## config.mk

```make
export PLATFORM = sky130hd
export DESIGN_NAME = amd_postbyte_decoder
export DESIGN_NICKNAME = d
export VERILOG_FILES = /design/src/verilog/amd_postbyte_decoder.v
export VERILOG_INCLUDE_DIRS = /design/src /design/src/verilog
export SDC_FILE = /design/constraint.sdc
export NUM_CORES = 1
export LEC_CHECK = 0
export ABC_AREA = 1
export BUFFER_PORTS_ARGS = -buffer_cell sky130_fd_sc_hd__buf_2
export CORE_MARGIN = 5
export CORE_UTILIZATION = 50
export DETAILED_ROUTE_END_ITERATION = 7
export PLACE_DENSITY = 0.72
export SLEW_MARGIN = 20
export SYNTH_ARGS = -nofsm -noshare
export SYNTH_HDL_FRONTEND = slang
export SYNTH_SLANG_ARGS = --single-unit
```

## constraint.sdc

```tcl
create_clock -name i_core_clk -period 4.46 [get_ports i_core_clk]
set_input_delay 1.338 -clock i_core_clk [delete_from_list [all_inputs] [get_ports i_core_clk]]
set_output_delay 1.338 -clock i_core_clk [all_outputs]
set_load 0.02 [all_outputs]
```

## src/verilog/amd_regs.vh

```
// Constants for the addressing-mode postbyte decoder.
// Assumes the core supplies the mode code after seeing the opcode.
// How it works
// - No-operand mode consumes no stream bytes
// - Immediate operand from stream, 8/16 bit
// - Direct byte gives address, high byte zero
// - Full address mode takes two address bytes
// - Relative signed 8/16 offset added to pc
// - Index postbyte plus zero to two extensions
// - rr0nnnnn adds signed five-bit offset to base
// - 111rr0zs: nine-bit or sixteen-bit constant offset
// - Nine-bit one extension, sixteen-bit two extensions
// - 111rr011 reads pointer at base plus offset
// - rr1pnnnn auto update by +-1..8, pre/post
// - Auto update only on x, y, stack pointer
// - 111rr1aa adds unsigned A, B or D
// - 111rr111 reads pointer at base plus D
// - Prefix byte 18 selects second opcode page
// - Accept transfer/loop postbytes alone, no extension bytes
// - Sixteen-bit base plus offset or accumulator
// - Words assembled big-endian, no alignment needed
`ifndef AMD_REGS_VH
`define AMD_REGS_VH

// Mode codes driven by the core on i_mode
`define AMD_MODE_NONE 4'h0
`define AMD_MODE_LIT8 4'h1
`define AMD_MODE_LIT16 4'h2
`define AMD_MODE_DIRECT 4'h3
`define AMD_MODE_FULL 4'h4
`define AMD_MODE_REL8 4'h5
`define AMD_MODE_REL16 4'h6
`define AMD_MODE_INDEXED 4'h7
`define AMD_MODE_POSTBYTE 4'h8

// Second page prefix
`define AMD_PAGE2_PREFIX 8'h18

// Base register field codes
`define AMD_BASE_X 2'h0
`define AMD_BASE_Y 2'h1
`define AMD_BASE_STACK 2'h2
`define AMD_BASE_PC 2'h3

// Index postbyte field positions
`define AMD_PB_BASE_HI 7
`define AMD_PB_BASE_LO 6
`define AMD_PB_FORM 5
`define AMD_PB_LONG_BASE_HI 4
`define AMD_PB_LONG_BASE_LO 3
`define AMD_PB_ACC 2
`define AMD_PB_Z 1
`define AMD_PB_S 0
`define AMD_PB_POST 4

`endif

```

## src/verilog/amd_postbyte_decoder.v

```verilog
// Addressing-mode decoder with effective-address generation.
// Takes bytes from the instruction queue, index and accumulator values
// from the core, and reads indirect pointers over a byte-wide port.
`timescale 1ns/1ns
`default_nettype none
`include "amd_regs.vh"

module amd_postbyte_decoder (
  // Clock and reset
  input wire i_core_clk,
  input wire i_rst_n,
  // Instruction byte queue
  input wire i_byte_valid,
  input wire [7:0] i_byte,
  output wire o_byte_ready,
  // Opcode report and mode answer
  output reg o_opcode_valid,
  output reg [7:0] o_opcode,
  output reg o_page2,
  input wire i_mode_valid,
  input wire [3:0] i_mode,
  // Core registers
  input wire [15:0] i_reg_x,
  input wire [15:0] i_reg_y,
  input wire [15:0] i_reg_stack,
  input wire [15:0] i_reg_pc,
  input wire [7:0] i_acc_a,
  input wire [7:0] i_acc_b,
  // Pointer read port
  output wire o_mem_req,
  output wire [15:0] o_mem_addr,
  input wire i_mem_ack,
  input wire [7:0] i_mem_data,
  // Results
  output reg o_done,
  output reg o_ea_valid,
  output reg [15:0] o_ea,
  output reg o_operand_valid,
  output reg [15:0] o_operand,
  output reg [7:0] o_postbyte,
  output reg o_upd_we,
  output reg [1:0] o_upd_sel,
  output reg [15:0] o_upd_val
);

  localparam [6:0] S_OPC = 7'h01;
  localparam [6:0] S_MODE = 7'h02;
  localparam [6:0] S_BYTE = 7'h04;
  localparam [6:0] S_CALC = 7'h08;
  localparam [6:0] S_RDH = 7'h10;
  localparam [6:0] S_RDL = 7'h20;
  localparam [6:0] S_FIN = 7'h40;

  // Base register by field code
  function [15:0] base_of;
    input [1:0] sel;
    input [15:0] x;
    input [15:0] y;
    input [15:0] stk;
    input [15:0] pc;
    begin
      case (sel)
        `AMD_BASE_X: base_of = x;
        `AMD_BASE_Y: base_of = y;
        `AMD_BASE_STACK: base_of = stk;
        default: base_of = pc;
      endcase
    end
  endfunction

  // Extension bytes following an index postbyte
  function [1:0] tail_count;
    input [7:0] pb;
    begin
      if (!pb[`AMD_PB_FORM] || (pb[7:5] != 3'h7)) begin
        tail_count = 2'h0;
      end else if (pb[`AMD_PB_ACC]) begin
        tail_count = 2'h0;
      end else if (pb[`AMD_PB_Z]) begin
        tail_count = 2'h2;
      end else begin
        tail_count = 2'h1;
      end
    end
  endfunction

  // Pointer forms 111xx011 and 111xx111 fetch their address
  function is_indirect;
    input [7:0] pb;
    begin
      is_indirect = (pb[7:5] == 3'h7) && (pb[`AMD_PB_Z:`AMD_PB_S] == 2'h3);
    end
  endfunction

  // Carry out dropped on purpose: addresses wrap at 64K
  function [15:0] add16;
    input [15:0] a;
    input [15:0] b;
    begin
      add16 = a + b;
    end
  endfunction

  // Stream bytes that follow the mode answer
  function [1:0] mode_bytes;
    input [3:0] mode;
    begin
      case (mode)
        `AMD_MODE_LIT16, `AMD_MODE_FULL, `AMD_MODE_REL16: mode_bytes = 2'h2;
        default: mode_bytes = 2'h1;
      endcase
    end
  endfunction

  reg [6:0] state_r;
  reg [6:0] state_nxt;
  reg page_r;
  reg [3:0] mode_r;
  reg [1:0] need_r;
  reg first_r;
  reg [7:0] pb_r;
  reg [15:0] buf_r;
  reg [15:0] ptr_r;
  reg [7:0] hi_r;

  wire [15:0] acc_d = {i_acc_a, i_acc_b};
  wire long_form = (pb_r[7:5] == 3'h7);
  wire [1:0] base_sel = long_form ? pb_r[`AMD_PB_LONG_BASE_HI:`AMD_PB_LONG_BASE_LO] :
                                    pb_r[`AMD_PB_BASE_HI:`AMD_PB_BASE_LO];
  wire [15:0] base_val = base_of(base_sel, i_reg_x, i_reg_y, i_reg_stack, i_reg_pc);
  wire [15:0] auto_delta = pb_r[3] ? {{12{1'b1}}, pb_r[3:0]} :
                                     {12'h000, pb_r[3:0]} + 16'h0001;
  wire [15:0] auto_new = add16(base_val, auto_delta);

  assign o_byte_ready = (state_r == S_OPC) || (state_r == S_BYTE);
  assign o_mem_req = (state_r == S_RDH) || (state_r == S_RDL);
  // low address holds the high byte, any alignment
  // Held until ack, so a slow memory sees a steady address
  assign o_mem_addr = (state_r == S_RDL) ? add16(ptr_r, 16'h0001) : ptr_r;

  always @* begin
    state_nxt = state_r;
    case (state_r)
      S_OPC: begin
        if (i_byte_valid && !(i_byte == `AMD_PAGE2_PREFIX && !page_r)) begin
          state_nxt = S_MODE;
        end
      end
      S_MODE: begin
        if (i_mode_valid) begin
          if (i_mode == `AMD_MODE_NONE) begin
            state_nxt = S_FIN;
          end else begin
            state_nxt = S_BYTE;
          end
        end
      end
      S_BYTE: begin
        if (i_byte_valid) begin
          if (first_r && mode_r == `AMD_MODE_INDEXED) begin
            state_nxt = (tail_count(i_byte) == 2'h0) ? S_CALC : S_BYTE;
          end else if (need_r == 2'h1) begin
            state_nxt = S_CALC;
          end
        end
      end
      S_CALC: begin
        if (mode_r == `AMD_MODE_INDEXED && is_indirect(pb_r)) begin
          state_nxt = S_RDH;
        end else begin
          state_nxt = S_FIN;
        end
      end
      S_RDH: begin
        if (i_mem_ack) begin
          state_nxt = S_RDL;
        end
      end
      S_RDL: begin
        if (i_mem_ack) begin
          state_nxt = S_FIN;
        end
      end
      S_FIN: begin
        state_nxt = S_OPC;
      end
      default: state_nxt = S_OPC;
    endcase
  end

  always @(posedge i_core_clk or negedge i_rst_n) begin
    if (!i_rst_n) begin
      state_r <= S_OPC;
      page_r <= 1'b0;
      mode_r <= `AMD_MODE_NONE;
      need_r <= 2'h0;
      first_r <= 1'b0;
      pb_r <= 8'h00;
      buf_r <= 16'h0000;
      ptr_r <= 16'h0000;
      hi_r <= 8'h00;
      o_opcode_valid <= 1'b0;
      o_opcode <= 8'h00;
      o_page2 <= 1'b0;
      o_done <= 1'b0;
      o_ea_valid <= 1'b0;
      o_ea <= 16'h0000;
      o_operand_valid <= 1'b0;
      o_operand <= 16'h0000;
      o_postbyte <= 8'h00;
      o_upd_we <= 1'b0;
      o_upd_sel <= 2'h0;
      o_upd_val <= 16'h0000;
    end else begin
      state_r <= state_nxt;
      o_opcode_valid <= 1'b0;
      o_done <= 1'b0;
      o_upd_we <= 1'b0;
      case (state_r)
        S_OPC: begin
          if (i_byte_valid) begin
            // prefix switches to the second page
            // A prefix after a prefix counts as the opcode
            if (i_byte == `AMD_PAGE2_PREFIX && !page_r) begin
              page_r <= 1'b1;
            end else begin
              o_opcode <= i_byte;
              o_page2 <= page_r;
              o_opcode_valid <= 1'b1;
              o_ea_valid <= 1'b0;
              o_operand_valid <= 1'b0;
            end
          end
        end
        S_MODE: begin
          if (i_mode_valid) begin
            mode_r <= i_mode;
            first_r <= 1'b1;
            buf_r <= 16'h0000;
            // size comes from the mode code
            need_r <= mode_bytes(i_mode);
          end
        end
        S_BYTE: begin
          if (i_byte_valid) begin
            first_r <= 1'b0;
            if (first_r && mode_r == `AMD_MODE_INDEXED) begin
              // postbyte sets how many extensions follow
              pb_r <= i_byte;
              need_r <= tail_count(i_byte);
            end else begin
              // earlier byte is the high byte
              buf_r <= {buf_r[7:0], i_byte};
              need_r <= need_r - 2'h1;
            end
          end
        end
        S_CALC: begin
          o_ea_valid <= 1'b1;
          case (mode_r)
            `AMD_MODE_LIT8, `AMD_MODE_LIT16: begin
              o_ea_valid <= 1'b0;
              o_operand_valid <= 1'b1;
              o_operand <= buf_r;
            end
            `AMD_MODE_POSTBYTE: begin
              o_ea_valid <= 1'b0;
              o_postbyte <= buf_r[7:0];
            end
            `AMD_MODE_DIRECT: o_ea <= {8'h00, buf_r[7:0]};
            `AMD_MODE_FULL: o_ea <= buf_r;
            `AMD_MODE_REL8: o_ea <= add16(i_reg_pc, {{8{buf_r[7]}}, buf_r[7:0]});
            `AMD_MODE_REL16: o_ea <= add16(i_reg_pc, buf_r);
            `AMD_MODE_INDEXED: begin
              o_postbyte <= pb_r;
              if (!pb_r[`AMD_PB_FORM]) begin
                o_ea <= add16(base_val, {{11{pb_r[4]}}, pb_r[4:0]});
              end else if (!long_form) begin
                // base field 11 here is a long form, so pc never updates
                // pre gives new value, post gives old
                o_ea <= pb_r[`AMD_PB_POST] ? base_val : auto_new;
                o_upd_we <= 1'b1;
                o_upd_sel <= base_sel;
                o_upd_val <= auto_new;
              end else if (!pb_r[`AMD_PB_ACC]) begin
                // nine-bit sign from s, else sixteen-bit
                if (!pb_r[`AMD_PB_Z]) begin
                  o_ea <= add16(base_val, {{8{pb_r[`AMD_PB_S]}}, buf_r[7:0]});
                end else begin
                  o_ea <= add16(base_val, buf_r);
                end
                ptr_r <= add16(base_val, buf_r);
                if (is_indirect(pb_r)) begin
                  o_ea_valid <= 1'b0;
                end
              end else begin
                case (pb_r[1:0])
                  2'h0: o_ea <= add16(base_val, {8'h00, i_acc_a});
                  2'h1: o_ea <= add16(base_val, {8'h00, i_acc_b});
                  2'h2: o_ea <= add16(base_val, acc_d);
                  default: o_ea_valid <= 1'b0;
                endcase
                ptr_r <= add16(base_val, acc_d);
              end
            end
            default: o_ea_valid <= 1'b0;
          endcase
        end
        S_RDH: begin
          if (i_mem_ack) begin
            hi_r <= i_mem_data;
          end
        end
        S_RDL: begin
          if (i_mem_ack) begin
            // same for the D indirect form
            o_ea <= {hi_r, i_mem_data};
            o_ea_valid <= 1'b1;
          end
        end
        S_FIN: begin
          o_done <= 1'b1;
          page_r <= 1'b0;
        end
        default: page_r <= 1'b0;
      endcase
    end
  end

endmodule
`default_nettype wire

```

# ---- After elaboration in Yosys (flattened, before gate mapping)
# Index checks and enable logic that the tools add are counted.
dict set report word_totals {
  ff_bits 135
  out_inout_bits 90
  wordCells 183
}
dict set report classes {
  addsub 12
  eq_ne 40
  muxes 67
  n_bitwise 3
  reduce_logical 40
}
# operator n
set op_table {}
lappend op_table {{16-bit 2-to-1 mux} 12}
lappend op_table {{16-bit adder} 7}
lappend op_table {{16-bit case mux with 3 select lines} 2}
lappend op_table {{16-bit case mux with 5 select lines} 1}
lappend op_table {{16-bit case mux with 2 select lines} 2}
lappend op_table {{7-bit 2-to-1 mux} 9}
lappend op_table {{7-bit case mux with 6 select lines} 1}
lappend op_table {{16-bit by 8-bit adder with 16-bit output} 2}
lappend op_table {{4-bit by 3-bit == test with 1-bit output (second input constant)} 6}
lappend op_table {{4-bit AND reduction} 6}
lappend op_table {{2-bit 2-to-1 mux} 11}
lappend op_table {{1-bit 2-to-1 mux} 21}
lappend op_table {{16-bit by 1-bit adder with 16-bit output (second input constant)} 1}
lappend op_table {{8-bit case mux with 2 select lines} 1}
lappend op_table {{2-bit != test (second input constant)} 7}
lappend op_table {{4-bit by 2-bit == test with 1-bit output (second input constant)} 3}
lappend op_table {{3-bit AND reduction} 4}
lappend op_table {{8-bit by 5-bit == test with 1-bit output (second input constant)} 1}
lappend op_table {{8-bit != test (second input constant)} 1}
lappend op_table {{1-bit case mux with 2 select lines} 4}
lappend op_table {{2-bit AND reduction} 4}
lappend op_table {{2-bit nonzero test} 4}
lappend op_table {{7-bit by 1-bit == test with 1-bit output (second input constant)} 1}
lappend op_table {{7-bit by 2-bit == test with 1-bit output (second input constant)} 1}
lappend op_table {{31 further kinds} 50}

# ---- Longest topological paths before layout
# Gate-level depths: netlist of the first run.
dict set report depth {
  depth_word 11
  mapped_depth 34
  depth_no_buf 32
}

# ---- Worst setup path after synthesis of the first run
# Ideal clock, no wire load.
dict set report synth_path {
  path_kind {in2reg}
  from {in i_reg_pc[1]}
  to {reg o_ea[11]}
  arrival_ns 3.778
  required_ns 4.383
  setup_slack_ns 0.605
  path_stages 17
  n_path_buf 0
  path_cell_list {o21ai_0 inv_1 ha_1 nand3_1 nand2_1 nand2_1 nand2_1 nand2_1 o21ai_0 a21oi_1 o21ai_0 xnor2_1 o21ai_0 nand2_1 nand2_1 nand2_1 a21oi_1}
}
dict set report synth_between {
  elab_chain_len 8
  word_cells_on_any_way 18
  classes_between {add/sub (9); mux (9)}
}
# item line
set synth_lines {}
lappend synth_lines {{start: declaration} amd_postbyte_decoder.v:26} ;# input wire [15:0] i_reg_pc,
lappend synth_lines {{16-bit case mux with 3 select lines} amd_postbyte_decoder.v:62} ;# case (sel)
lappend synth_lines {{16-bit adder or 16-bit by 8-bit adder with 16-bit output (tied branches)} amd_postbyte_decoder.v:100} ;# add16 = a + b;
lappend synth_lines {{16-bit case mux with 3 select lines or 16-bit 2-to-1 mux (tied branches)} {amd_postbyte_decoder.v:297, amd_postbyte_decoder.v:287}}
lappend synth_lines {{16-bit 2-to-1 mux} amd_postbyte_decoder.v:285} ;# end else if (!pb_r[`AMD_PB_ACC]) begin
lappend synth_lines {{16-bit 2-to-1 mux} amd_postbyte_decoder.v:278} ;# end else if (!long_form) begin
lappend synth_lines {{16-bit 2-to-1 mux} amd_postbyte_decoder.v:276} ;# if (!pb_r[`AMD_PB_FORM]) begin
lappend synth_lines {{16-bit case mux with 5 select lines (*)} amd_postbyte_decoder.v:260} ;# case (mode_r)
lappend synth_lines {{16-bit case mux with 2 select lines (*)} amd_postbyte_decoder.v:219} ;# case (state_r)
lappend synth_lines {{end signal: assignment} amd_postbyte_decoder.v:273} ;# `AMD_MODE_REL16: o_ea <= add16(i_reg_pc, buf_r);
lappend synth_lines {{end signal: assignment} amd_postbyte_decoder.v:277} ;# o_ea <= add16(base_val, {{11{pb_r[4]}}, pb_r[4:0]});
lappend synth_lines {{end signal: assignment} amd_postbyte_decoder.v:281} ;# o_ea <= pb_r[`AMD_PB_POST] ? base_val : auto_new;
lappend synth_lines {{end: declaration} amd_postbyte_decoder.v:37} ;# output reg [15:0] o_ea,
# Every way passes the cells marked *; elsewhere a longest branch is shown, timed or not.
# A chain may end at the register's enable or synchronous reset.

# ---- Worst setup path in the final report of the first run
dict set report layout_path {
  from {reg pb_r[1]}
  to {reg o_ea[10]}
}
dict set report layout_between {
  elab_chain_len 8
  word_cells_on_any_way 17
  classes_between {add/sub (3); eq/ne (3); mux (9); reduce/logical (2)}
}
# item line
set layout_lines {}
lappend layout_lines {{start: declaration} amd_postbyte_decoder.v:121} ;# reg [7:0] pb_r;
lappend layout_lines {{start signal: assignment} amd_postbyte_decoder.v:249} ;# pb_r <= i_byte;
lappend layout_lines {{4-bit by 1-bit adder with 5-bit output} amd_postbyte_decoder.v:132} ;# {12'h000, pb_r[3:0]} + 16'h0001;
lappend layout_lines {{16-bit 2-to-1 mux} amd_postbyte_decoder.v:131} ;# wire [15:0] auto_delta = pb_r[3] ? {{12{1'b1}}, pb_r[3:0]} :
lappend layout_lines {{16-bit adder} amd_postbyte_decoder.v:100}
lappend layout_lines {{16-bit 2-to-1 mux} amd_postbyte_decoder.v:281}
lappend layout_lines {{16-bit 2-to-1 mux} amd_postbyte_decoder.v:278}
lappend layout_lines {{16-bit 2-to-1 mux} amd_postbyte_decoder.v:276}
lappend layout_lines {{16-bit case mux with 5 select lines} amd_postbyte_decoder.v:260}
lappend layout_lines {{16-bit case mux with 2 select lines} amd_postbyte_decoder.v:219}
# Parallel ways exist; a longest one is shown, timed or not.

==> results_dict.tcl, run 1 <==
set metrics [dict create \
    regArea_sq_um 3380 \
    via_per_inst 5.79 \
    ff2ff_path_depth 22 \
    p_leak_uw 0.00812 \
    critPathSlowestCell "dfrtp_1" \
    fp.dieW_microns 168 \
    cts_root_buf "clkbuf_16" \
    grt_pass1_vias 14127 \
    worstSetupStartpointType "register" \
    peakVddDrop_mv 0.374 \
    finalSetupViolCount 0 \
    critical_path_arrival_ns 4.65 \
    syn_to_final_growth_pct 23.2 \
    yosys-top-cells-area "dfrtp_1 27%, nand2_1 13%, ha_1 10%, o21ai_0 7.7%, inv_1 6.7%" \
    n_fill_cell 2405 \
    finalSetupTns_ns 0 \
    num_rows 58 \
    reg2reg_to "o_ea[10]$_DFFE_PN0P_" \
    ant_nets 0 \
    wl_microns 51900 \
    final_cells 2507 \
    gp_congestion 1.01 \
    whs_path_depth 2 \
    multi_input_area_sq_um 8040 \
    timing.hold.ws_ns 0.473 \
    htree_levels 4 \
    synth.distinct_cells 62 \
    antenna_found_initial 0 \
    drt_iter0_drc 1429 \
    dpl.hpwl_microns 41500 \
    critPathRequiredTime_ns 4.83 \
    p_per_area_nw_per_um2 730 \
    detail_route.wl_per_cell_microns 20.7 \
    ys.flop_type "dfrtp_1" \
    cts_buffers 17 \
    numPortBuffers 194 \
    synth_fp_nets 2062 \
    clk_pin_slew_worst_paths_ns 0.07 \
    grt_use_total 0.360 \
    cpMostUsedCell "nand2_1" \
    fin_skew_ns 0.0132 \
    drv_slew 0 \
    syn-instance-count 1850 \
    synth_edf_count 0 \
    rsz0062_at_grt "false" \
    num_io_pins 195 \
    gr-total-overflow 0 \
    max_stage_delay_ns 0.54 \
    dr_total_vias 14524 \
    synth-seq-cells 135 \
    grt_max_degree 94 \
    synth_area_sq_um 12500 \
    finalCritPeriodShare 0.960 \
    antenna_cells 0 \
    dp_cells 2474 \
    maxCapViolations 0 \
    fmax_mhz 234 \
    fin_nets 2376 \
    min_to "o_upd_val[1]$_DFFE_PN0P_" \
    max_slew_margin 0.277 \
    outcome "completed" \
    worst_slew_pin_slew_ns 1.08 \
    drtPass1Iterations 6 \
    worstHoldStart "o_upd_val[1]$_DFFE_PN0P_" \
    r2r-start "pb_r[1]$_DFFE_PN0P_" \
    cts_tree "yes" \
    cts_hold_buf 0 \
    synth_top_area_share 0.267 \
    drc 0 \
    layout-drive-gt1-share 0.203 \
    cts.sinks 135 \
    synth_top_area_cell "dfrtp_1" \
    worstPathCellList "clkinvlp_4, ha_1, mux2_2, ha_1, fa_1, nand3_1, nand3_1, nand2_1, nand4_1, nand3_2, nor2_2, a21oi_1, o21ai_0, nand2_1, nand2_1, nand2_1, nand2_1, nand2_1, nand2_1, nand2_1, nand2_1, a21oi_2" \
    yosysMostFrequentCell "nand2_1" \
    crit_path_end_kind "register" \
    synth-warning-count 0 \
    period_needed_ns 4.28 \
    fp.dieH_microns 168 \
    cts_max_path_buffers 2 \
    worstPathMaxFanout 10 \
    finalHoldViolCount 0 \
    yosysSeqAreaShare 0.269 \
    synth_area_per_cell_sq_um 6.78 \
    path_class "register to register" \
    fp.dieArea_sq_um 28300 \
    core_sq_um 25000 \
    r2r_setup_slack_ns 0.18 \
    min_path_type "register to register" \
    async_reset_ff_frac 1.00 \
    start_util 0.502 \
    grt_pass1_wl_microns 79900 \
    clk_latency_ns 0.44 \
    synth_common_cells "432 x nand2_1, 225 x inv_1, 193 x o21ai_0" \
]
state kept, by name (all words and copies together) (netlist names), 2 cells and up:
| signal | count |
|---|---|
| mode_r | 4 |
| o_operand | 16 |
| o_upd_val | 16 |
| o_opcode | 8 |
| o_upd_sel | 2 |
| pb_r | 8 |
| o_ea | 16 |
| o_postbyte | 8 |
| state_r | 7 |
| need_r | 2 |
| hi_r | 8 |
| ptr_r | 16 |
| buf_r | 16 |
how the worst max path moves through the flow:
stage	startpoint	endpoint	slack, ns
5_1_grt	i_reg_stack[0]	o_ea[10]$_DFFE_PN0P_	0.0008
3_5_place_dp	i_reg_stack[0]	o_ea[10]$_DFFE_PN0P_	-0.26
4_1_cts	pb_r[3]$_DFFE_PN0P_	o_ea[8]$_DFFE_PN0P_	0.12
3_3_place_gp	i_reg_stack[0]	o_ea[10]$_DFFE_PN0P_	-0.23
6_report	pb_r[1]$_DFFE_PN0P_	o_ea[10]$_DFFE_PN0P_	0.18
2_1_floorplan	i_reg_pc[1]	o_ea[11]$_DFFE_PN0P_	0.60
cell type report:
cell class / count / area share
Clock inverter: 14 / 0.0103
Inverter: 240 / 0.0587
Sequential cell: 135 / 0.219
Multi-Input combinational cell: 1427 / 0.520
Tap cell: 330 / 0.0267
Clock buffer: 18 / 0.0278
Timing Repair Buffer: 343 / 0.137
cell usage in the layout (no fill, tap or decap), types with 8 or more instances in the layout:
cell	n
dfrtp_1	133
or2_2	11
nor3_1	28
xor2_1	39
o211ai_1	11
o21ai_0	190
nand3_1	129
nand4_1	14
nand2_1	432
inv_1	224
clkbuf_16	17
ha_1	101
o21a_1	13
xnor2_1	14
buf_4	147
o22ai_1	21
a31oi_1	29
nor2_1	130
buf_2	193
inv_2	11
mux2_2	8
a21oi_1	148
worst max-delay path: cells and delay by family, from the launching register on:
| kind | cells | cell delay, ns |
|---|---|---|
| flip-flops | 1 | 0.54 |
| adder cells (fa/ha/maj) | 3 | 1.16 |
| AO/OA/AOI/OAI | 3 | 0.33 |
| multiplexers | 1 | 0.35 |
| buffers and inverters | 1 | 0.38 |
| AND/OR/NAND/NOR | 14 | 1.44 |
per-layer routing:
metal	GRT usage	share of wire	up-vias
met1	0.472	0.42	6829
li1	-	-	6860
met4	0.161	0.049	0
met3	0.0540	0.073	132
met2	0.589	0.46	703
met5	0	0	-
logic make-up (layout without fill, tap and decap cells):
group           after synthesis  count (layout)  synth area share
compound gates              468             468             0.208
xor+xnor                     53              53            0.0370
fa+ha+maj                   107             107             0.110
buf+inv                     288             615            0.0919
flops                       135             135             0.269
mux                           8               8           0.00718
simple gates                791             791             0.276
power by group:
| group | switching (uW) | total [uW] | leakage, uW | internal (uW) |
|---|---|---|---|---|
| registers | 296 | 1750 | 0.00166 | 1460 |
| logic | 5080 | 8040 | 0.00618 | 2960 |
| clock network | 690 | 1490 | 0.000282 | 796 |
through the flow:
step           instance area (sq um)  utilization  total power (uW)  setup WS [ns]
6_report                       15500        0.619             11300          0.179
2_1_floorplan                  12500            -              6260          0.605
3_5_place_dp                   14800        0.594              9540         -0.260
3_3_place_gp                   14800        0.594              9520         -0.229
4_1_cts                        15400        0.617             11100          0.120
5_1_grt                        15500        0.619             12000       0.000801
what timing repair did:
action | CTS | global route
endpoints found under the hold margin | 0 | 0
resized for setup | 0 | 11
setup buffers | 0 | 1
endpoints found under the setup margin | 0 | 11
Note: power is estimated with default switching activity, not from simulation.
==> run 2: changes to the inputs <==
clock period = 4.1 ns   (was 4.46 ns; I/O delays follow)
==> run 2 against run 1 <==
- sequential share of layout area is 0.99 points lower
- setup slack worse by 0.050 ns
- wire length is 1.1% lower
- maximum frequency is 7.8% higher
- hold slack worse by 0.0042 ns
- final area is 4.8% higher
- first-iteration DRC count is 2.0% higher
- via count is 2.4% higher
- flip-flop and latch count stayed put
- critical endpoint unchanged
- sequential power is 9% higher
- non-clock buffer count is 73 higher
==> results_dict.tcl, run 2 (synthesized netlist as in run 1, its figures left out) <==
set metrics [dict create \
    mostFrequentLayoutCell "nand2_1" \
    period_needed_ns 3.97 \
    grt_pass1_wl_microns 78900 \
    p_per_area_nw_per_um2 800 \
    start_util 0.502 \
    fin_nets 2450 \
    worst_slew_pin_slew_ns 1.07 \
    post-place-ws_ns -0.538 \
    worst_slack_ns 0.128 \
    clk_pin_slew_worst_paths_ns 0.07 \
    maxCapViolations 0 \
    worstSetupStartpointType "register" \
    reg2reg_to "o_ea[10]$_DFFE_PN0P_" \
    num_io_pins 195 \
    ant_nets 0 \
    cts.sinks 135 \
    gp_congestion 1.10 \
    regArea_sq_um 3380 \
    startpoint "pb_r[6]$_DFFE_PN0P_" \
    layout-drive-gt1-share 0.246 \
    critPathRequiredTime_ns 4.46 \
    crit_path_end_kind "register" \
    fmax_mhz 252 \
    worst-path-buf-inv 6 \
    cts_tree "yes" \
    grt_use_total 0.353 \
    final_cells 2581 \
    path_class "register to register" \
    gr-total-overflow 0 \
    r2r_setup_slack_ns 0.13 \
    cts_max_path_buffers 2 \
    antenna_cells 0 \
    finalSetupViolCount 0 \
    grt_pass1_vias 14438 \
    wl_met1_microns 20100 \
    num_rows 58 \
    fp.dieH_microns 168 \
    fp.dieArea_sq_um 28300 \
    crit_family "simple AND/OR/NAND/NOR gates" \
    outcome "completed" \
    finalHoldViolCount 0 \
    drv_slew 0 \
    fin_skew_ns 0.0181 \
    r2r-start "pb_r[6]$_DFFE_PN0P_" \
    peakVddDrop_mv 0.365 \
    core_sq_um 25000 \
    worstPathMaxFanout 18 \
    ff2ff_path_depth 28 \
    finalCritPeriodShare 0.969 \
    clk_latency_ns 0.44 \
    cts_root_buf "clkbuf_16" \
    drt_iter0_drc 1458 \
    max_slew_margin 0.286 \
    via_per_inst 5.76 \
    cpMostUsedCell "nand2_1" \
    critPathSlowestCell "dfrtp_2" \
    layout_common_cells "429 x nand2_1, 220 x buf_4, 217 x inv_1" \
    cts_buffers 17 \
    antenna_found_initial 0 \
    timing.critical_path.to "o_ea[10]$_DFFE_PN0P_" \
    dpl.hpwl_microns 40600 \
    dr_total_vias 14875 \
    route.met2.wl_microns 23400 \
    p_leak_uw 0.00852 \
    htree_levels 4 \
    drc 0 \
    route.met3.wl_microns 4580 \
    numPortBuffers 194 \
    cts_hold_buf 0 \
    wl_microns 51400 \
    drtPass1Iterations 6 \
    max_stage_delay_ns 0.47 \
    fp.dieW_microns 168 \
    grt_max_degree 65 \
    n_fill_cell 2341 \
    min_path_type "register to register" \
    detail_route.wl_per_cell_microns 19.9 \
    syn_to_final_growth_pct 29.1 \
    multi_input_area_sq_um 8170 \
    critical_path_cell_count 28 \
    highest_layer "met4" \
    critical_path_arrival_ns 4.34 \
    dp_cells 2532 \
]
==> run 2: what timing repair did <==
| item | CTS | global route |
|---|---|---|
| buffers inserted | 1 | 15 |
| setup endpoints to repair | 7 | 16 |
| gates cloned | 0 | 1 |
| endpoints found under the hold margin | 0 | 0 |
| pin swaps | 1 | 10 |
| gates resized for setup | 9 | 52 |
==> run 2: metal layers <==
metal  up-vias  GRT usage
met5         -          0
li1       7022          -
met1      6858      0.450
met3       181     0.0625
met4         0      0.190
met2       814      0.571
==> run 2: worst reg2reg max path, delay by kind of cell, from the launching register on <==
kind / cells / cell delay (ns)
AOI/OAI and AO/OA: 2 / 0.38
DFF: 1 / 0.47
adders and majority gates: 1 / 0.29
buffers and inverters: 6 / 0.90
and+or+nand+nor: 19 / 1.87
==> run 2: through the flow <==
stage	setup TNS [ns]	area [sq um]	utilization	total power, uW	hold slack [ns]
after floorplan	0	12500	-	6810	0.453
after global placement	-2.45	15300	0.611	10600	0.452
after detailed placement	-3.38	15300	0.611	10700	0.454
after CTS	0	15900	0.637	12400	0.472
after global routing	-0.172	16200	0.649	13800	0.500
final	0	16200	0.649	13000	0.469
==> run 2: report_power, final <==
group / internal [uW] / switching, uW
sequential: 1580 / 330
combinational: 3680 / 5740
clock: 837 / 791
==> run 2: area by class of cell <==
| cell class | instances | share of cell area |
|---|---|---|
| clock inverter | 15 | 0.0123 |
| multi-input combinational | 1428 | 0.505 |
| clock buffer | 17 | 0.0263 |
| timing repair buffer | 416 | 0.166 |
| inverter | 240 | 0.0566 |
| tap | 330 | 0.0255 |
| sequential | 135 | 0.209 |
==> run 2: how the worst min path moves through the flow <==
stage                        startpoint                  endpoint  slack, ns  cells after the start
2_1_floorplan       hi_r[0]$_DFFE_PN0P_       hi_r[0]$_DFFE_PN0P_       0.45                      2
5_1_grt             hi_r[3]$_DFFE_PN0P_       hi_r[3]$_DFFE_PN0P_       0.50                      2
4_1_cts        o_upd_val[2]$_DFFE_PN0P_  o_upd_val[2]$_DFFE_PN0P_       0.47                      2
6_report       o_upd_val[2]$_DFFE_PN0P_  o_upd_val[2]$_DFFE_PN0P_       0.47                      2
3_3_place_gp   o_upd_val[2]$_DFFE_PN0P_  o_upd_val[2]$_DFFE_PN0P_       0.45                      2
3_5_place_dp   o_upd_val[2]$_DFFE_PN0P_  o_upd_val[2]$_DFFE_PN0P_       0.45                      2
==> run 3: changes to the inputs <==
GPL_TIMING_DRIVEN = 0   (was unset)
==> run 3 against run 2 <==
- clock power is essentially flat
- first-iteration DRC count shrank 4.6%
- setup slack lost 0.0087 ns
- flip-flop and latch count is the same
- critical path depth shrank 2
- global-route usage shrank 0.71 points
- via count shrank 3.8%
- hold slack gained 0.015 ns
- die area is the same
- final area shrank 4.1%
==> results_dict.tcl, run 3 (synthesized netlist as in run 1, its figures left out) <==
set metrics [dict create \
    fin_nets 2321 \
    max_slew_margin 0.375 \
    grt_use_total 0.346 \
    finalCritPeriodShare 0.971 \
    dp_cells 2375 \
    r2r-start "pb_r[5]$_DFFE_PN0P_" \
    outcome "completed" \
    p_int_uw 5280 \
    worstPathMaxFanout 10 \
    path_class "register to register" \
    cts.sinks 135 \
    layout-drive-gt1-share 0.222 \
    drtPass1Iterations 8 \
    critical_path_arrival_ns 4.35 \
    power.share.sequential 0.159 \
    placed_cell_area_sq_um 14000 \
    detail_route.wl_per_cell_microns 20.7 \
    worstHoldStart "o_upd_val[13]$_DFFE_PN0P_" \
    r2r_setup_slack_ns 0.12 \
    p_leak_uw 0.00786 \
    timing.hold.ws_ns 0.484 \
    p_per_area_nw_per_um2 777 \
    grt_pass1_wl_microns 76900 \
    num_io_pins 195 \
    crit_path_end_kind "register" \
    maxCapViolations 0 \
    final_cells 2452 \
    drc 0 \
    num_rows 58 \
    pwr-share-clk 0.136 \
    peakVddDrop_mv 0.375 \
    cts_hold_buf 0 \
    cts_max_path_buffers 2 \
    layout_common_cells "412 x nand2_1, 211 x inv_1, 206 x buf_2" \
    fp.dieH_microns 168 \
    power_switching_uw 6790 \
    startpoint "pb_r[5]$_DFFE_PN0P_" \
    period_needed_ns 3.98 \
    antenna_found_initial 1 \
    numPortBuffers 194 \
    worst_slew_pin_slew_ns 0.928 \
    grt_pass1_vias 13717 \
    gp_congestion 1.05 \
    fin_area_sq_um 15500 \
    drv_slew 0 \
    rsz0062_at_grt "true" \
    n_fill_cell 2401 \
    min_path_type "register to register" \
    cts_root_buf "clkbuf_16" \
    cts_buffers 17 \
    gr-total-overflow 0 \
    antenna_cells 0 \
    start_util 0.502 \
    clk_pin_slew_worst_paths_ns 0.08 \
    dr_total_vias 14317 \
    wl_microns 50700 \
    fp.dieArea_sq_um 28300 \
    fmax_mhz 251 \
    worstSetupStartpointType "register" \
    finalSetupViolCount 0 \
    ant_nets 0 \
    clk_latency_ns 0.44 \
    grt_max_degree 99 \
    mostFrequentLayoutCell "nand2_1" \
    fin_skew_ns 0.0176 \
    via_per_inst 5.84 \
    drt_iter0_drc 1391 \
    finalSetupTns_ns 0 \
    dpl.hpwl_microns 39400 \
    critPathRequiredTime_ns 4.47 \
    pwr-share-comb 0.705 \
    p_sw_frac 0.563 \
    fp.dieW_microns 168 \
    finalHoldViolCount 0 \
    core_sq_um 25000 \
    cts_tree "yes" \
    htree_levels 4 \
    syn_to_final_growth_pct 23.8 \
]
run 3: cell count changes in the layout (fill, tap and decap cells not counted), moves of 6 or more:
cell      before  now
nand2_2       10   22
ha_4           0    6
ha_1         100   91
clkbuf_1       0   20
nand3_2        4   14
nand3_1      127  116
buf_4        220   51
o21ai_1        9   21
buf_2        192  206
o21ai_0      182  163
nand2_1      429  412
inv_1        217  211
run 3: power by group through the flow:
stage	combinational (uW)	clock [uW]	sequential, uW
finish	8500	1640	1920
global route	9160	1700	1940
CTS	7650	1640	1910
detailed placement	7270	0	1950
global placement	7270	0	1940
floorplan	4870	0	1950
run 3: critical path: stages (launching register included):
cell and delay (ns):
dfrtp_1 0.36, buf_4 0.19, nand2_2 0.09, nor2_4 0.04, nor2_4 0.22, nand2_4 0.10
or2_2 0.29, nand2_2 0.19, clkinvlp_4 0.24, buf_4 0.21, ha_1 0.38, nand2_1 0.10
nor3_1 0.32, nand4_1 0.18, nand2_1 0.10, nand2_1 0.05, nand3_1 0.06, nand3_1 0.10
nand2_1 0.07, inv_1 0.04, nand2_1 0.09, nand2_1 0.06, nand2_1 0.06, nand2_1 0.08
nand2_2 0.11, nand2_1 0.08, a21oi_2 0.11
run 3: through the flow:
step | util | setup slack [ns] | power, uW
2_1_floorplan | - | 0.353 | 6810
3_3_place_gp | 0.558 | -1.54 | 9210
3_5_place_dp | 0.560 | -1.14 | 9220
4_1_cts | 0.598 | -0.000524 | 11200
5_1_grt | 0.622 | -0.0317 | 12800
6_report | 0.622 | 0.120 | 12100
run 3: path summary, 6_finish.rpt:
path	endpoint	depth (start not counted)
min	o_upd_val[13]$_DFFE_PN0P_	2
max in group asynchronous	pb_r[0]$_DFFE_PN0P_	2
max reg2reg	o_ea[14]$_DFFE_PN0P_	26
max	o_ea[14]$_DFFE_PN0P_	26
min in group asynchronous	pb_r[3]$_DFFE_PN0P_	1
min reg2reg	o_upd_val[13]$_DFFE_PN0P_	2
run 3: metal layers:
| metal | GRT usage | share of wire |
|---|---|---|
| met4 | 0.169 | 0.057 |
| met2 | 0.551 | 0.45 |
| met1 | 0.456 | 0.41 |
| met3 | 0.0606 | 0.081 |
| met5 | 0 | 0.00016 |
run 3: area by class of cell:
| type | instances | area (sq um) | area share |
|---|---|---|---|
| Buffer | 46 | 243 | 0.0156 |
| Clock buffer | 17 | 425 | 0.0274 |
| Clock inverter | 15 | 194 | 0.0125 |
| Inverter | 240 | 940 | 0.0605 |
| Multi-Input combinational cell | 1427 | 8550 | 0.551 |
| Sequential cell | 135 | 3390 | 0.218 |
| Tap cell | 330 | 413 | 0.0266 |
| Timing Repair Buffer | 242 | 1370 | 0.0885 |
run 3: repair_timing:
item | in CTS | in global routing
pin swaps | 11 | 33
buffers inserted | 21 | 25
setup endpoints to repair | 42 | 21
resized for setup | 65 | 118
cloned | 1 | 0
